--- config.mk ---
export PLATFORM = sky130hd
export DESIGN_NAME = ca_mode_cfg
export DESIGN_NICKNAME = d
export VERILOG_FILES = /design/src/inc/ca_cfg_pkg.sv /design/src/verilog/ca_timebase.sv /design/src/verilog/ca_main_counter.sv /design/src/verilog/ca_mode_cfg.sv
export SDC_FILE = /design/constraint.sdc
export NUM_CORES = 1
export LEC_CHECK = 0
export ABC_AREA = 1
export BUFFER_PORTS_ARGS = -buffer_cell sky130_fd_sc_hd__buf_2
export CORE_MARGIN = 4
export CORE_UTILIZATION = 58
export CTS_BUF_LIST = sky130_fd_sc_hd__clkbuf_8
export DETAILED_ROUTE_END_ITERATION = 16
export GPL_TIMING_DRIVEN = 0
export PLACE_DENSITY_LB_ADDON = 0.2
export SYNTH_ARGS = -nofsm -noshare
export SYNTH_HDL_FRONTEND = slang
export SYNTH_SLANG_ARGS = --single-unit
--- constraint.sdc ---
create_clock -name clk -period 2.3 [get_ports clk]
set_clock_uncertainty 0.05 [all_clocks]
set_input_delay 0.115 -clock clk [delete_from_list [all_inputs] [get_ports clk]]
set_output_delay 0.115 -clock clk [all_outputs]
set_load 0.05 [all_outputs]
--- src/inc/ca_cfg_pkg.sv ---
// Constants shared by the counter array mode and cycle configuration logic
package ca_cfg_pkg;
    // Register addresses on the special-function bus
    localparam logic [7:0] MODE_ADDR = 8'hd9;
    localparam logic [7:0] PWMCFG_ADDR = 8'hdf;
    // Mode register fields
    localparam int MD_IDLE_BIT = 7;
    localparam int MD_WATCHDOG_ENABLE_BIT_BIT = 6;
    localparam int MD_WATCHDOG_LOCK_BIT_BIT = 5;
    localparam int MD_TB_LSB = 1;
    localparam int MD_ECF_BIT = 0;
    // Cycle configuration register fields
    localparam int PW_RELOAD_BANK_SELECT_BIT = 7;
    localparam int PW_CYCLE_WRAP_IRQ_ENABLE_BIT = 6;
    localparam int PW_CYCLE_WRAP_FLAG_BIT = 5;
    localparam int PW_CLSEL_LSB = 0;
    // Reset values
    localparam logic [7:0] MODE_RESET = 8'h40;
    localparam logic [7:0] PWMCFG_RESET = 8'h00;
    // Timebase codes
    typedef enum logic [2:0] {
        TB_SYS_DIV12 = 3'b000,
        TB_SYS_DIV4 = 3'b001,
        TB_TIMER0 = 3'b010,
        TB_EXT_EDGE = 3'b011,
        TB_SYS = 3'b100,
        TB_EXT_DIV8 = 3'b101,
        TB_RSVD6 = 3'b110,
        TB_RSVD7 = 3'b111
    } timebase_t;
    // Divider, counter, channel and width figures
    localparam logic [3:0] DIV12_LAST = 4'hb;
    localparam logic [1:0] DIV4_LAST = 2'h3;
    localparam logic [2:0] DIV8_LAST = 3'h7;
    localparam logic [15:0] COUNT_MAX = 16'hffff;
    localparam int CHANNELS = 6;
    localparam logic [4:0] PWM16_BITS = 5'h10;
endpackage

--- src/verilog/ca_timebase.sv ---
// Counter increment source selection and prescalers
`timescale 1ns/100ps
module ca_timebase import ca_cfg_pkg::*; (
    // Clock and reset
    input wire logic clk,
    input wire logic sys_rst,
    // Source selection
    input wire logic [2:0] timebase_select,
    // Raw sources
    input wire logic timer0_overflow,
    input wire logic external_count_input,
    input wire logic external_clock,
    // Increment request
    output logic tick_r
);
    logic [3:0] div12_r;
    logic [1:0] div4_r;
    logic [2:0] div8_r;
    logic eci_prev_r;
    logic ext_prev_r;
    logic div8_tick;
    logic tick_nxt;

    always_ff @(posedge clk) begin
        if (sys_rst) begin
            div12_r <= 4'h0;
            div4_r <= 2'h0;
        end else begin
            div12_r <= (div12_r == DIV12_LAST) ? 4'h0 : div12_r + 4'h1;
            div4_r <= div4_r + 2'h1;
        end
    end

    // Edge detectors on synchronous pin inputs
    always_ff @(posedge clk) begin
        if (sys_rst) begin
            eci_prev_r <= 1'b1;
            ext_prev_r <= 1'b0;
            div8_r <= 3'h0;
        end else begin
            eci_prev_r <= external_count_input;
            ext_prev_r <= external_clock;
            if (external_clock && !ext_prev_r) begin
                div8_r <= div8_r + 3'h1;
            end
        end
    end

    assign div8_tick = external_clock && !ext_prev_r && (div8_r == DIV8_LAST);

    always_comb begin
        unique case (timebase_t'(timebase_select))
            TB_SYS_DIV12: tick_nxt = (div12_r == DIV12_LAST);
            TB_SYS_DIV4: tick_nxt = (div4_r == DIV4_LAST);
            TB_TIMER0: tick_nxt = timer0_overflow;
            TB_EXT_EDGE: tick_nxt = eci_prev_r && !external_count_input;
            TB_SYS: tick_nxt = 1'b1;
            TB_EXT_DIV8: tick_nxt = div8_tick;
            TB_RSVD6: tick_nxt = 1'b0;
            TB_RSVD7: tick_nxt = 1'b0;
        endcase
    end

    always_ff @(posedge clk) begin
        if (sys_rst) begin
            tick_r <= 1'b0;
        end else begin
            tick_r <= tick_nxt;
        end
    end
endmodule // ca_timebase

--- src/verilog/ca_main_counter.sv ---
// Main 16-bit array counter with full and cycle wrap detection
`timescale 1ns/100ps
module ca_main_counter import ca_cfg_pkg::*; (
    // Clock and reset
    input wire logic clk,
    input wire logic sys_rst,
    // Control
    input wire logic advance,
    input wire logic [4:0] cycle_bits,
    // State
    output logic [15:0] count_r,
    output logic full_wrap_r,
    output logic cycle_wrap_r
);
    logic [15:0] low_mask;

    // Ones in the low cycle_bits positions
    assign low_mask = ~(16'hffff << cycle_bits);

    always_ff @(posedge clk) begin
        if (sys_rst) begin
            count_r <= 16'h0000;
            full_wrap_r <= 1'b0;
            cycle_wrap_r <= 1'b0;
        end else begin
            full_wrap_r <= 1'b0;
            cycle_wrap_r <= 1'b0;
            if (advance) begin
                count_r <= count_r + 16'h0001;
                full_wrap_r <= (count_r == COUNT_MAX);
                cycle_wrap_r <= ((count_r & low_mask) == low_mask);
            end
        end
    end
endmodule // ca_main_counter

--- src/verilog/ca_mode_cfg.sv ---
// Counter array mode and PWM cycle configuration registers
`timescale 1ns/100ps

// How it works
// - Idle-suspend bit halts array during CPU idle
// - Watchdog enable dedicates one module to watchdog
// - Lock keeps watchdog enabled until reset
// - Watchdog running freezes other mode bits
// - Mode bit 4 reads zero, writes ignored
// - Timebase select picks counter increment source
// - External edge mode counts falling input edges
// - External clock divided by eight, synchronized
// - Overflow enable gates counter overflow interrupt
// - Bank select steers compare accesses to reload
// - Reload values used only in 9-11 bit PWM
// - Cycle wrap enable gates cycle wrap interrupt
// - Cycle wrap flag from chosen counter bit
// - Cycle flag set by hardware or software only
// - Cycle register bits 4:2 read zero
// - Cycle select gives 8, 9, 10, 11 bits
// - 16-bit PWM channels ignore cycle select
// - Overflow flag set on 16-bit counter wrap
// - Watchdog enable resets to one
module ca_mode_cfg import ca_cfg_pkg::*; (
    // Clock and reset
    input wire logic clk,
    input wire logic sys_rst,
    // Special-function register bus
    input wire logic [7:0] sfr_addr,
    input wire logic sfr_wr,
    input wire logic sfr_rd,
    input wire logic [7:0] sfr_wdata,
    output logic [7:0] sfr_rdata_r,
    // System state
    input wire logic cpu_idle,
    input wire logic counter_run,
    input wire logic overflow_flag_clear,
    // Increment sources
    input wire logic timer0_overflow,
    input wire logic external_count_input,
    input wire logic external_clock,
    // Per-channel PWM configuration
    input wire logic [CHANNELS-1:0] channel_pwm_en,
    input wire logic [CHANNELS-1:0] channel_pwm16,
    // Status and control outputs
    output logic irq_req_r,
    output logic counter_overflow_flag_r,
    output logic watchdog_module_dedicated_r,
    output logic reload_bank_r,
    output logic [CHANNELS-1:0] channel_reload_use_r,
    output logic [CHANNELS*5-1:0] channel_cycle_bits_r,
    output logic [15:0] main_array_counter_r,
    output logic full_wrap_r,
    output logic cycle_wrap_r
);
    // Mode register fields
    logic idle_suspend_r;
    logic watchdog_enable_bit_r;
    logic watchdog_lock_bit_r;
    logic [2:0] timebase_select_r;
    logic overflow_irq_enable_r;
    // Cycle configuration fields
    logic reload_bank_select_r;
    logic cycle_wrap_irq_enable_r;
    logic cycle_wrap_flag_r;
    logic [1:0] cycle_length_select_r;

    logic mode_wr;
    logic pwm_wr;
    logic tick;
    logic advance;
    logic [4:0] cycle_bits;
    logic [15:0] count;
    logic full_wrap;
    logic cycle_wrap;
    logic [7:0] rdata_nxt;

    // Cycle length in bits for a select code
    function automatic logic [4:0] cycle_len(input logic [1:0] sel);
        unique case (sel)
            2'b00: cycle_len = 5'h08;
            2'b01: cycle_len = 5'h09;
            2'b10: cycle_len = 5'h0a;
            2'b11: cycle_len = 5'h0b;
        endcase
    endfunction

    assign mode_wr = sfr_wr && (sfr_addr == MODE_ADDR);
    assign pwm_wr = sfr_wr && (sfr_addr == PWMCFG_ADDR);
    assign cycle_bits = cycle_len(cycle_length_select_r);

    // Watchdog forces the counter on; idle suspend still wins
    assign advance = tick && (counter_run || watchdog_enable_bit_r)
                     && !(cpu_idle && idle_suspend_r);

    ca_timebase u_timebase (
        .clk(clk),
        .sys_rst(sys_rst),
        .timebase_select(timebase_select_r),
        .timer0_overflow(timer0_overflow),
        .external_count_input(external_count_input),
        .external_clock(external_clock),
        .tick_r(tick)
    );

    ca_main_counter u_counter (
        .clk(clk),
        .sys_rst(sys_rst),
        .advance(advance),
        .cycle_bits(cycle_bits),
        .count_r(count),
        .full_wrap_r(full_wrap),
        .cycle_wrap_r(cycle_wrap)
    );

    // Watchdog enable and lock
    always_ff @(posedge clk) begin
        if (sys_rst) begin
            watchdog_enable_bit_r <= MODE_RESET[MD_WATCHDOG_ENABLE_BIT_BIT];
            watchdog_lock_bit_r <= MODE_RESET[MD_WATCHDOG_LOCK_BIT_BIT];
        end else if (mode_wr) begin
            // Setting the lock also enables; lock only clears at reset
            if (sfr_wdata[MD_WATCHDOG_LOCK_BIT_BIT]) begin
                watchdog_lock_bit_r <= 1'b1;
                watchdog_enable_bit_r <= 1'b1;
            end else if (!watchdog_lock_bit_r) begin
                watchdog_enable_bit_r <= sfr_wdata[MD_WATCHDOG_ENABLE_BIT_BIT];
            end
        end
    end

    // Remaining mode bits, frozen while the watchdog runs
    always_ff @(posedge clk) begin
        if (sys_rst) begin
            idle_suspend_r <= MODE_RESET[MD_IDLE_BIT];
            timebase_select_r <= MODE_RESET[MD_TB_LSB +: 3];
            overflow_irq_enable_r <= MODE_RESET[MD_ECF_BIT];
        end else if (mode_wr && !watchdog_enable_bit_r) begin
            idle_suspend_r <= sfr_wdata[MD_IDLE_BIT];
            timebase_select_r <= sfr_wdata[MD_TB_LSB +: 3];
            overflow_irq_enable_r <= sfr_wdata[MD_ECF_BIT];
        end
    end

    // Cycle configuration control bits
    always_ff @(posedge clk) begin
        if (sys_rst) begin
            reload_bank_select_r <= PWMCFG_RESET[PW_RELOAD_BANK_SELECT_BIT];
            cycle_wrap_irq_enable_r <= PWMCFG_RESET[PW_CYCLE_WRAP_IRQ_ENABLE_BIT];
            cycle_length_select_r <= PWMCFG_RESET[PW_CLSEL_LSB +: 2];
        end else if (pwm_wr) begin
            reload_bank_select_r <= sfr_wdata[PW_RELOAD_BANK_SELECT_BIT];
            cycle_wrap_irq_enable_r <= sfr_wdata[PW_CYCLE_WRAP_IRQ_ENABLE_BIT];
            cycle_length_select_r <= sfr_wdata[PW_CLSEL_LSB +: 2];
        end
    end

    // Cycle wrap flag: hardware set beats a software clear in the same cycle
    always_ff @(posedge clk) begin
        if (sys_rst) begin
            cycle_wrap_flag_r <= PWMCFG_RESET[PW_CYCLE_WRAP_FLAG_BIT];
        end else if (cycle_wrap) begin
            cycle_wrap_flag_r <= 1'b1;
        end else if (pwm_wr) begin
            cycle_wrap_flag_r <= sfr_wdata[PW_CYCLE_WRAP_FLAG_BIT];
        end
    end

    // Counter overflow flag, cleared only by software
    always_ff @(posedge clk) begin
        if (sys_rst) begin
            counter_overflow_flag_r <= 1'b0;
        end else if (full_wrap) begin
            counter_overflow_flag_r <= 1'b1;
        end else if (overflow_flag_clear) begin
            counter_overflow_flag_r <= 1'b0;
        end
    end

    // One shared interrupt request line
    always_ff @(posedge clk) begin
        if (sys_rst) begin
            irq_req_r <= 1'b0;
        end else begin
            irq_req_r <= (counter_overflow_flag_r && overflow_irq_enable_r)
                || (cycle_wrap_flag_r && cycle_wrap_irq_enable_r);
        end
    end

    // Status mirrored to outputs
    always_ff @(posedge clk) begin
        if (sys_rst) begin
            watchdog_module_dedicated_r <= MODE_RESET[MD_WATCHDOG_ENABLE_BIT_BIT];
            reload_bank_r <= PWMCFG_RESET[PW_RELOAD_BANK_SELECT_BIT];
            main_array_counter_r <= 16'h0000;
            full_wrap_r <= 1'b0;
            cycle_wrap_r <= 1'b0;
        end else begin
            watchdog_module_dedicated_r <= watchdog_enable_bit_r;
            reload_bank_r <= reload_bank_select_r;
            main_array_counter_r <= count;
            full_wrap_r <= full_wrap;
            cycle_wrap_r <= cycle_wrap;
        end
    end

    // Per-channel reload use and effective cycle length
    generate
        for (genvar ch = 0; ch < CHANNELS; ch++) begin : g_chan
            always_ff @(posedge clk) begin
                if (sys_rst) begin
                    channel_reload_use_r[ch] <= 1'b0;
                    channel_cycle_bits_r[ch*5 +: 5] <= 5'h08;
                end else begin
                    // Reload only for 9 to 11 bit cycles
                    channel_reload_use_r[ch] <= channel_pwm_en[ch]
                        && !channel_pwm16[ch]
                        && (cycle_length_select_r != 2'b00);
                    channel_cycle_bits_r[ch*5 +: 5] <= channel_pwm16[ch]
                        ? PWM16_BITS : cycle_bits;
                end
            end
        end
    endgenerate

    // Read data; unmapped addresses return zero
    always_comb begin
        rdata_nxt = 8'h00;
        if (sfr_addr == MODE_ADDR) begin
            rdata_nxt[MD_IDLE_BIT] = idle_suspend_r;
            rdata_nxt[MD_WATCHDOG_ENABLE_BIT_BIT] = watchdog_enable_bit_r;
            rdata_nxt[MD_WATCHDOG_LOCK_BIT_BIT] = watchdog_lock_bit_r;
            rdata_nxt[MD_TB_LSB +: 3] = timebase_select_r;
            rdata_nxt[MD_ECF_BIT] = overflow_irq_enable_r;
        end else if (sfr_addr == PWMCFG_ADDR) begin
            rdata_nxt[PW_RELOAD_BANK_SELECT_BIT] = reload_bank_select_r;
            rdata_nxt[PW_CYCLE_WRAP_IRQ_ENABLE_BIT] = cycle_wrap_irq_enable_r;
            rdata_nxt[PW_CYCLE_WRAP_FLAG_BIT] = cycle_wrap_flag_r;
            rdata_nxt[PW_CLSEL_LSB +: 2] = cycle_length_select_r;
        end
    end

    always_ff @(posedge clk) begin
        if (sys_rst) begin
            sfr_rdata_r <= 8'h00;
        end else if (sfr_rd) begin
            sfr_rdata_r <= rdata_nxt;
        end
    end
endmodule // ca_mode_cfg

Word level (Yosys, flattened, before mapping)

Index checks and enable logic that the tools add are counted.

Bits in registers: 107
Output and inout bits: 66
Word-level logic and storage cells: 140

$add $sub $neg: 4
Equality and inequality tests: 18
Shift-type cells: 1
Multiplexer cells: 19
Bitwise logic cells: 3
Reduce and logical (&&, ||, !) cells: 51

Operators by type and width:

| kind                  | count |
|---|---|
| $mux 5                | 6 |
| $logic_and 1x1->1     | 23 |
| $pmux 5 s4            | 1 |
| $reduce_or 2->1       | 9 |
| $add 16x1->16 const B | 1 |
| $and 16x16->16        | 1 |
| $eq 16x16->1          | 1 |
| $eq 16x16->1 const B  | 1 |
| $eq 8x8->1 const B    | 2 |
| $not 16->16           | 1 |
| $shl 16x5->16 const A | 1 |
| $eq 3x3->1 const B    | 5 |
| $logic_not 1->1       | 10 |
| $pmux 1 s7            | 1 |
| $eq 2x2->1 const B    | 3 |
| $eq 3x2->1 const B    | 2 |
| $mux 1                | 6 |
| $mux 2                | 3 |
| $mux 3                | 2 |
| $reduce_bool 2->1     | 3 |
| $add 4x1->4 const B   | 1 |
| $eq 4x4->1 const B    | 1 |
| $reduce_and 2->1      | 2 |
| $add 3x1->3 const B   | 1 |
| 8 further kinds       | 9 |

Longest topological paths before layout

Gate-level depths: netlist (run 1).

Depth in word-level cells: 6
Gate-level depth with buffers: 8
Depth with buffers taken out: 8

Hierarchy

A second synthesis (run 1) with hierarchy kept.

Cell total of the unflattened synthesis: 537
Area total of the unflattened synthesis: 4046.4 sq um

Modules (own cells, without submodules):

| module          | instances | cells an instance | area each (sq um) | seq. area each (sq um) |
|---|---|---|---|---|
| ca_mode_cfg     | 1         | 290               | 2419.8            | 1421.4 |
| ca_main_counter | 1         | 185               | 1128.6            | 360.3 |
| ca_timebase     | 1         | 62                | 498.0             | 240.2 |

Worst setup path after synthesis (run 1)

Ideal clock, no wire load.

Path type: reg2reg
From: reg u_counter.count_r[0]
To: reg u_counter.count_r[14]
Library setup time: 115 ps
Data arrival time: 1175 ps
Data required time: 2135 ps
Path slack: 960 ps
Stages on the path, launching flop included: 9
Buffers on the path: 0
Clock period less this slack: 1340 ps
Path through: dfxtp_1 > ha_1 > nand3_1 > nor2_1 > nand2_1 > nor2_1 > nand3_1 > nand2_1 > nor2_1

Cells in the longest elaborated chain, start to end: 1

RTL lines:

| what                     | line                  | text |
|---|---|---|
| start: declaration       | ca_main_counter.sv:11 | `output logic [15:0] count_r,` |
| start signal: assignment | ca_main_counter.sv:29 | `count_r <= count_r + 16'h0001;` |
| $add 16x1->16            | ca_main_counter.sv:29 |  |

No other way between the ends.
A chain may end at the register's enable or synchronous reset.

Worst setup path after layout (run 1)

From: reg u_counter.count_r[0]
To: reg u_counter.count_r[10]

The elaborated chain is that of the path after synthesis.

==> key figures, run 1 <==
Status
  – Status: complete, no violations

Floorplan
  – Chip Width: 87.6 um
  – Io pins: 104
  – Starting density of the core: 0.609
  – Die Ht: 87.6 um
  – Full die area: 7670 sq um
  – Core Rows: 28
  – CORE AREA: approximately 6000 sq um

Cells and area
  – Area Overhead vs Synth: 26.2%
  – Fill count: 471
  – Diodes inserted: 0
  – Layout cells sized above 1: 0.223
  – Final nets: between 600 and 700

Timing
  – Slew headroom: 0.610
  – Final setup viols: 0
  – RSZ-0062 raised after global routing: false
  – Slew Limit Fails: 0
  – Final worst-path cycle share: 0.678
  – Slew of the pin with the lowest slew margin: between 0.5 and 0.6 ns
  – Max Clock Freq: 642 MHz
  – Hold Violations, Final: 0
  – Minimum clock period: about 1.6 ns
  – Setup TNS: 0 ns
  – Final hold slack: 0.00113 ns

Power and ir drop
  – Pwr dens: around 700 nW/um^2
  – Design Power: 3340 uW
  – Leak Pwr: 0.00218 uW
  – Peak supply drop: 532 uV

Drt
  – Wirelength, routed: between 8000 and 9000 um
  – Vias/cell: slightly below 5
  – Detailed Routing Iterations Pass 1: 7
  – Antenna-violating nets left: 0
  – Vias: 3243
  – DR iter-0 viols: 133
  – Post-DR wirelength/cell: 12.6 um
  – DRC viols: 0

Worst setup path
  – Crit Path Max Fanout: 4
  – Startpoint Class: register
  – CP endpoint kind: register
  – RR Endpoint: u_counter.count_r[10]
  – Worst Path Arrival: between 1.5 and 2 ns
  – R2R depth: 8
  – Required time of the critical path: roughly 2.5 ns
  – Slowest stage cell, crit path: dfxtp_1
  – R2r setup slk: about 0.74 ns
  – Kind of critical path: reg2reg
  – Cells along the critical path: ha_1 -> nand3_1 -> nor2_1 -> nand2_1 -> nor2_1 -> nand2_1 -> nand2_1 -> nor2_1
  – Max stage delay on crit path: 0.40 ns
  – FF-to-FF Start: u_counter.count_r[0]

Clocking
  – Cell at the root of the clock tree: clkbuf_8
  – Post-CTS setup buffer count: 0
  – CTS Sinks: between 100 and 150
  – Worst-skew pair later-pin latency: 0.37 ns
  – CTS max path bufs: 2
  – Num CTS Buffers: 9
  – Worst-path clk slew: 0.10 ns
  – CTS tree: yes
  – # H-tree levels: 3

Global route
  – GRT Resource Usage Total: 0.224
  – First-pass GRT wire length: approximately 14000 um
  – GRT Residual Overflow: 0
  – Initial antenna violation count: 0
  – Vias in the first global route: between 3000 and 4000
  – Largest net degree at the start of global routing: 19

Synth
  – Post-synthesis sequential area ratio: 0.551
  – Mapped Avg Cell Area: 7.93 sq um
  – Syn Inst Count: 463
  – Yosys warnings: 0
  – Synth Cell Area: 3670 sq um
  – Netlist cell types: 32
  – #FFs+latches synth: slightly above 100

Placed design
  – PortBufs: 93
  – Routability Congestion: 0.942
  – DPL Wire Length: 6150 um

Min path
  – Hold path cells: 3
  – Worst Hold Path EP: channel_cycle_bits_r[14]
  – Worst Hold Launch: channel_pwm16[2]
  – Hold Crit Class: in2reg

Run
  – Max Cap Viol: 0
[logic make-up (layout without fill, tap and decap cells)]
kind of cell / after synthesis / in the layout / synth area share
and+or+nand+nor: 228 / 228 / 0.268
DFF: 101 / 101 / 0.551
buffers and inverters: 81 / 205 / 0.0923
AOI/OAI and AO/OA: 45 / 45 / 0.0661
adders and majority gates: 5 / 5 / 0.0170
xor gates and xnor gates: 2 / 2 / 0.00477
other: 1 / 7 / 0.00102
[cells in the final DEF, fill, tap and decap left out, drive strengths merged]
cell,count
a211oi,1
a21boi,1
a21oi,22
a31oi,1
buf,105
bufinv,2
clkbuf,16
clkinv,3
conb,7
dfxtp,101
dlygate4sd3,15
ha,5
inv,64
nand2,73
nand3,28
nand3b,1
nand4,9
nor2,102
nor3,6
nor3b,6
o2111ai,1
o211ai,2
o21ai,16
o21bai,1
or2,3
xnor2,1
xor2,1
[sequential cells by signal, indices dropped and copies added (netlist names), 2 cells and up]
register and count:
main_array_counter_r 16, channel_cycle_bits_r 24, timebase_select_r 3, u_timebase.div12_r 4, channel_reload_use_r 6, sfr_rdata_r 7
u_timebase.div4_r 2, u_timebase.div8_r 3, u_counter.count_r 16, cycle_length_select_r 2
[metal layers]
layer | up-vias | GRT usage | routed length, um
li1 | 1689 | - | -
met4 | 0 | 0.110 | 157
met3 | 16 | 0.0395 | 641
met5 | - | 0 | 0
met2 | 119 | 0.395 | 4180
met1 | 1419 | 0.263 | 3420
[how the worst max path moves through the flow]
stage,start,end,slack [ns],cells after the start
4_1_cts,u_counter.count_r[0],u_counter.count_r[10],0.75,8
6_report,u_counter.count_r[0],u_counter.count_r[10],0.74,8
2_1_floorplan,u_counter.count_r[0],u_counter.count_r[14],0.96,8
3_3_place_gp,u_counter.count_r[0],u_counter.count_r[14],0.83,8
3_5_place_dp,u_counter.count_r[0],u_counter.count_r[10],0.80,8
5_1_grt,u_counter.count_r[0],u_counter.count_r[14],0.59,8
[cells in the mapped netlist]
library cell / count / area share
nor3b_1: 6 / 0.012
inv_2: 2 / 0.0020
o21ai_0: 13 / 0.018
nand3b_1: 1 / 0.0020
a21boi_0: 1 / 0.0020
conb_1: 1 / 0.0010
nor3_1: 5 / 0.0068
nand3_1: 27 / 0.037
or2_2: 3 / 0.0051
nor2_4: 2 / 0.0061
ha_1: 5 / 0.017
clkbuf_1: 7 / 0.0072
nor2_2: 2 / 0.0034
buf_4: 8 / 0.016
nor2_1: 98 / 0.10
xor2_1: 1 / 0.0024
clkinv_1: 1 / 0.0010
o211ai_1: 2 / 0.0041
inv_1: 59 / 0.060
xnor2_1: 1 / 0.0024
nand3_2: 1 / 0.0027
o21ai_1: 3 / 0.0041
nand2_1: 73 / 0.075
dfxtp_1: 101 / 0.55
nor3_2: 1 / 0.0027
a31oi_1: 1 / 0.0017
nand4_1: 9 / 0.015
a21oi_1: 22 / 0.030
o21bai_1: 1 / 0.0020
o2111ai_1: 1 / 0.0024
a211oi_1: 1 / 0.0020
buf_2: 4 / 0.0055
[report_power, final]
part / internal [uW] / switching [uW] / leakage (uW) / total, uW
registers: 1780 / 13.0 / 0.000821 / 1790
logic: 94.3 / 188 / 0.00124 / 282
clock network: 632 / 635 / 0.000118 / 1270
total: 2510 / 836 / 0.00218 / 3340
[timing repair]
item | 4_1_cts | 5_1_grt
hold endpoints to repair | 22 | 0
hold buffers | 15 | 0
resized for setup | 0 | 0
[critical path: cells and delay by family, from the launching register on]
family / cells / cell delay (ns)
DFF: 1 / 0.40
adders and majority gates: 1 / 0.24
and+or+nand+nor: 7 / 0.75
[through the flow]
stage	std cells	setup WS (ns)	util	cell area, sq um
finish	668	0.741	0.769	4630
global route	668	0.586	0.769	4630
CTS	668	0.749	0.769	4630
detailed placement	637	0.799	0.706	4250
global placement	637	0.830	0.706	4250
floorplan	469	0.960	-	3690
[layout make-up]
class / instances / area [sq um] / area share
timing repair buffer: 108 / 616 / 0.133
sequential: 101 / 2020 / 0.436
buffer: 19 / 106 / 0.0230
clock buffer: 9 / 124 / 0.0267
clock inverter: 7 / 105 / 0.0227
inverter: 62 / 233 / 0.0502
tap: 75 / 93.8 / 0.0203
multi-input combinational: 287 / 1330 / 0.288
Power figures use the tool's default switching activity.
==> run 2, diff against run 1 <==
ABC_AREA = 0   (was 1)
CORE_UTILIZATION = 53   (was 58)
clock period = 1.5 ns   (was 2.3 ns; I/O delays follow)
==> run 2 against run 1 <==
The flow now finishes with violations (setup timing). Highest routed layer unchanged. Critical path type unchanged. Sequential power is 52% higher. Maximum frequency fell by 10%. Register-to-register slack got worse by 0.98 ns. Worst setup slack lost 0.98 ns. Sequential cell count did not move. Die area is 4.8% higher.
==> key figures, run 2 <==
Status
  – Status: finished with violations
  – Violated checks: setup timing

Clocking
  – # H-tree levels: 3
  – Worst-path clk slew: 0.10 ns
  – Num CTS Buffers: 9
  – Worst-skew pair later-pin latency: 0.37 ns
  – CTS tree: yes
  – CTS max path bufs: 2
  – Cell at the root of the clock tree: clkbuf_8
  – CTS Sinks: 101

Synth
  – Mapped Avg Cell Area: 10.0 sq um
  – #FFs+latches synth: 101
  – Synth area leaders: dfxtp_1, nor2_1, mux2i_1
  – Syn Inst Count: 353
  – Most frequent cell after synthesis: dfxtp_1
  – Post-synth EDFFs: 0
  – Asr flop ratio synth: 0
  – Yosys warnings: 0
  – Netlist cell types: 41
  – Most instantiated cells after synthesis: dfxtp_1, nor2_1, nor2b_1
  – Post-synth top area cell: dfxtp_1
  – Post-synthesis sequential area ratio: 0.572
  – Top-area cell type share of the netlist area: 0.572
  – Synth Cell Area: 3530 sq um
  – Main flop type after synthesis: dfxtp_1

Global route
  – GRT Residual Overflow: 0
  – Vias in the first global route: 2929
  – Largest net degree at the start of global routing: 19
  – First-pass GRT wire length: between 10000 and 15000 um
  – GRT Resource Usage Total: 0.226
  – Initial antenna violation count: 0

Floorplan
  – Chip Width: 89.6 um
  – Starting density of the core: 0.550
  – Die Ht: around 90 um
  – Core Rows: 29
  – CORE AREA: 6420 sq um
  – Full die area: around 8000 sq um
  – Io pins: 104

Worst setup path
  – Required time of the critical path: 1.71 ns
  – Cells along the critical path: o2bb2ai_4 -> or4_4 -> nor3_4 -> mux2_4
  – Worst Path Arrival: 1.94 ns
  – Kind of critical path: reg2reg
  – Max stage delay on crit path: ~0.54 ns
  – Slowest stage cell, crit path: or4_4
  – CP endpoint kind: register
  – Crit Path Max Fanout: 6
  – Startpoint Class: register
  – R2R depth: 4

Timing
  – Final hold slack: roughly 0.031 ns
  – Final Worst Setup Slack: -0.235 ns
  – Minimum clock period: 1.74 ns
  – Final worst-path cycle share: 1.16
  – Final setup viols: 9
  – Slew headroom: 0.584
  – Slew Limit Fails: 0
  – Hold Violations, Final: 0
  – Max Clock Freq: 576 MHz
  – Slew of the pin with the lowest slew margin: 0.622 ns
  – RSZ-0062 raised after global routing: true

Placed design
  – Routability Congestion: just over 0.8
  – PortBufs: 95
  – DPL Wire Length: 5650 um

Cells and area
  – Largest Register: channel_cycle_bits_r
  – Commonest non-fill, non-tap cell in the layout: buf_2
  – Largest regs: channel_cycle_bits_r x24, main_array_counter_r x16, u_counter.count_r x16
  – Area Overhead vs Synth: 35.1%
  – Diodes inserted: 0
  – Max reg flops: 24
  – Final nets: 541
  – Layout cells sized above 1: 0.328
  – Most frequent cells in the layout: buf_2, dfxtp_1, nor2_1, dlygate4sd3_1, nor2b_1
  – Util after Layout: 0.743

Drt
  – Vias/cell: 5.18
  – DRC viols: 0
  – Detailed Routing Iterations Pass 1: 4
  – Post-DR wirelength/cell: ~15 um
  – Wirelength, routed: 8710 um
  – Vias: 3006
  – DR iter-0 viols: 121
  – Antenna-violating nets left: 0

Min path
  – Hold Crit Class: in2reg
  – Hold path cells: 2

Power and ir drop
  – Pwr dens: between 900 and 1000 nW/um^2
  – Peak supply drop: roughly 570 uV
  – Leak Pwr: 0.00215 uW

Run
  – Max Cap Viol: 0
-- run 2: kinds of logic (layout without fill, tap and decap cells) --
kind of cell / count (synthesis) / count (layout) / synth area share
buf+inv: 28 / 172 / 0.0372
fa+ha+maj: 5 / 5 / 0.0177
compound gates: 35 / 35 / 0.0613
mux: 18 / 18 / 0.0528
xor+xnor: 7 / 7 / 0.0174
flops: 101 / 101 / 0.572
simple gates: 158 / 158 / 0.240
other cells: 1 / 7 / 0.00106
-- run 2: worst max-delay path: cells and delay by family, from the launching register on --
kind             cells  cell delay, ns
multiplexers         1            0.31
AO/OA/AOI/OAI        1            0.09
AND/OR/NAND/NOR      2            0.75
flip-flops           1            0.41
-- run 2: power breakdown --
group	switching [uW]	total, uW	internal [uW]
Clock	966	1590	626
Combinational	230	374	144
Sequential	15.1	2720	2700
Total	1210	4680	3470
-- run 2: routing by layer --
layer,vias to the layer above,GRT usage,wire length (um)
li1,1473,-,-
met1,1402,0.259,3550
met2,106,0.395,4400
met3,25,0.0538,496
met4,0,0.106,263
met5,-,0,0
-- run 2: layout make-up --
cell class | count | area (sq um)
Tap cell | 77 | 96.3
Buffer | 17 | 91.3
Sequential cell | 101 | 2060
Clock buffer | 9 | 124
Fill cell | 446 | 1650
Inverter | 10 | 37.5
Clock inverter | 7 | 58.8
Multi-Input combinational cell | 230 | 1520
Timing Repair Buffer | 129 | 791
-- run 2: path summary, 6_finish.rpt --
| kind | startpoint | end | slack, ns |
|---|---|---|---|
| min reg2reg | u_timebase.div4_r[0] | u_timebase.div4_r[0] | 0.38 |
| max | watchdog_enable_bit_r | u_counter.count_r[14] | -0.24 |
| max reg2reg | watchdog_enable_bit_r | u_counter.count_r[14] | -0.24 |
| min | sys_rst | watchdog_module_dedicated_r | 0.03 |
-- run 2: through the flow --
step / instances / setup slack, ns / power [uW] / setup TNS, ns / instance area [sq um]
floorplan: 359 / -0.137 / 3000 / -0.438 / 3610
global placement: 531 / -0.470 / 3100 / -15.09 / 4180
detailed placement: 531 / -0.449 / 3110 / -14.26 / 4180
CTS: 581 / -0.181 / 4700 / -0.856 / 4740
global route: 580 / -0.267 / 4850 / -1.52 / 4770
finish: 580 / -0.235 / 4680 / -1.00 / 4770
-- run 2: what timing repair did --
action | 4_1_cts | 5_1_grt
resized for setup | 16 | 10
pin swaps | 3 | 5
gates cloned | 0 | 0
buffers inserted | 11 | 1
hold buffers | 24 | 0
endpoints found under the hold margin | 49 | 0
setup endpoints to repair | 37 | 14
==> run 3, diff against run 2 <==
SETUP_SLACK_MARGIN = 0.4   (was unset)
==> run 3 against run 2 <==
The run still ends with setup timing left. Clock power about the same. Worst hold slack got worse by 0.022 ns. Clock-buffer cell count unchanged. Sequential share of layout area is 2.7 points lower. First-iteration DRC count down 26%. Largest cell class unchanged. Wire length rose by 3.8%. Total power rose by 0.94%. Core utilization grew 5.4 points. Maximum frequency increased by 1.8%. Largest power group unchanged. Final area is 7.2% higher.
==> key figures, run 3 (same netlist as run 2, synthesis figures left out) <==
Global route
  – Largest net degree at the start of global routing: 19
  – GRT Resource Usage Total: 0.218
  – Vias in the first global route: ~2900
  – Initial antenna violation count: 0
  – GRT Residual Overflow: 0
  – First-pass GRT wire length: around 13000 um

Placed design
  – DPL Wire Length: roughly 5500 um
  – Dpl ws: -0.272 ns
  – PortBufs: 95
  – Routability Congestion: between 0.8 and 0.9

Drt
  – DR iter-0 viols: 90
  – Wirelength, routed: 9040 um
  – Post-DR wirelength/cell: 15.3 um
  – Vias: 3051
  – Antenna-violating nets left: 0
  – Vias/cell: 5.17
  – Detailed Routing Iterations Pass 1: 4
  – DRC viols: 0

Clocking
  – CTS Sinks: 101
  – CTS max path bufs: 2
  – Worst-path clk slew: 0.10 ns
  – Worst-skew pair later-pin latency: ~0.36 ns
  – Num CTS Buffers: 9
  – CTS tree: yes
  – Cell at the root of the clock tree: clkbuf_8
  – # H-tree levels: 3

Timing
  – Setup TNS: -0.919 ns
  – Slew headroom: 0.568
  – Slew Limit Fails: 0
  – Max Clock Freq: 586 MHz
  – Final hold slack: just under 0.01 ns
  – Hold Violations, Final: 0
  – Minimum clock period: between 1.5 and 2 ns
  – RSZ-0062 raised after global routing: true
  – Slew of the pin with the lowest slew margin: about 0.65 ns
  – Final Worst Setup Slack: -0.205 ns
  – Final setup viols: 8
  – Final worst-path cycle share: 1.14

Worst setup path
  – Kind of critical path: reg2reg
  – Crit Path Max Fanout: 7
  – Max stage delay on crit path: ~0.54 ns
  – Cells along the critical path: o2bb2ai_4 -> or4_4 -> or4_1 -> nand2_1
  – Required time of the critical path: roughly 1.8 ns
  – Worst Path Arrival: 1.97 ns
  – R2r setup slk: -0.21 ns
  – Startpoint Class: register
  – CP endpoint kind: register
  – Slowest stage cell, crit path: or4_4

Power and ir drop
  – Peak supply drop: ~670 uV
  – Leak Pwr: ~0.0023 uW
  – Pwr dens: 923 nW/um^2

Floorplan
  – Io pins: between 100 and 150
  – Chip Width: 89.6 um
  – Full die area: 8030 sq um
  – Starting density of the core: 0.550
  – CORE AREA: 6420 sq um
  – Core Rows: 29
  – Die Ht: around 90 um

Status
  – Status: finished with violations
  – Violated checks: setup timing

Cells and area
  – Area Overhead vs Synth: 44.9%
  – Largest Register: channel_cycle_bits_r
  – Commonest non-fill, non-tap cell in the layout: dfxtp_1
  – Max reg flops: 24
  – Diodes inserted: 0
  – Register area: 2070 sq um
  – Multi-input gate area: 1650 sq um
  – Largest regs: channel_cycle_bits_r x24, main_array_counter_r x16, u_counter.count_r x16
  – Util after Layout: 0.797
  – Layout cells sized above 1: 0.398
  – Most frequent cells in the layout: dfxtp_1, buf_2, nor2_1, clkbuf_4, buf_4
  – Final nets: ~550
  – Fill count: 394

Min path
  – Hold Crit Class: in2reg

Run
  – Max Cap Viol: 0
==> run 3: cell types whose count changed in the layout (fill, tap and decap cells not counted), moves of 7 or more <==
cell,delta
nor3b_2,+8
buf_4,+10
dfxtp_1,-7
buf_2,-28
nor3b_1,-8
clkbuf_4,+28
==> run 3: repair_timing <==
| item | 4_1_cts | 5_1_grt |
|---|---|---|
| endpoints found under the setup margin | 64 | 79 |
| hold buffers | 23 | 1 |
| pin swaps | 9 | 5 |
| setup buffers | 15 | 4 |
| resized for setup | 45 | 58 |
| endpoints found under the hold margin | 49 | 2 |
==> run 3: metal layers <==
layer | share of wire | vias up | global-route usage
li1 | - | 1495 | -
met4 | 0.020 | 0 | 0.0866
met1 | 0.40 | 1438 | 0.252
met2 | 0.51 | 103 | 0.386
met3 | 0.072 | 15 | 0.0557
met5 | 0 | - | 0
==> run 3: metrics by stage <==
stage                     total power, uW  cells  area (sq um)
after floorplan                      3000    359          3650
after global placement               3110    531          4220
after detailed placement             3120    531          4220
after CTS                            4730    585          4900
after global routing                 4910    590          5120
final                                4730    590          5120
==> run 3: path summary, 6_finish.rpt <==
check,start,to,cells past startpoint
worst max-delay path,idle_suspend_r,u_counter.count_r[12],4
worst min-delay path,sys_rst,watchdog_module_dedicated_r,2
worst max register to register,idle_suspend_r,u_counter.count_r[12],4
worst min register to register,u_timebase.div4_r[0],u_timebase.div4_r[0],1
==> run 3: cell type report <==
cell class                 instances  share of cell area
tap                               77              0.0188
clock inverter                     7              0.0120
inverter                          10             0.00733
sequential                       101               0.404
timing repair buffer             138               0.187
clock buffer                       9              0.0242
buffer                            18              0.0242
multi-input combinational        230               0.323
==> run 3: critical path, delay by kind of cell (launching register included) <==
kind	cells	cell delay [ns]
AND/OR/NAND/NOR	3	1.09
flip-flops	1	0.37
AO/OA/AOI/OAI	1	0.15
==> run 3: power breakdown <==
part           switching, uW  internal [uW]  total (uW)
sequential              21.2           2700        2720
combinational            240            163         403
clock                    968            632        1600
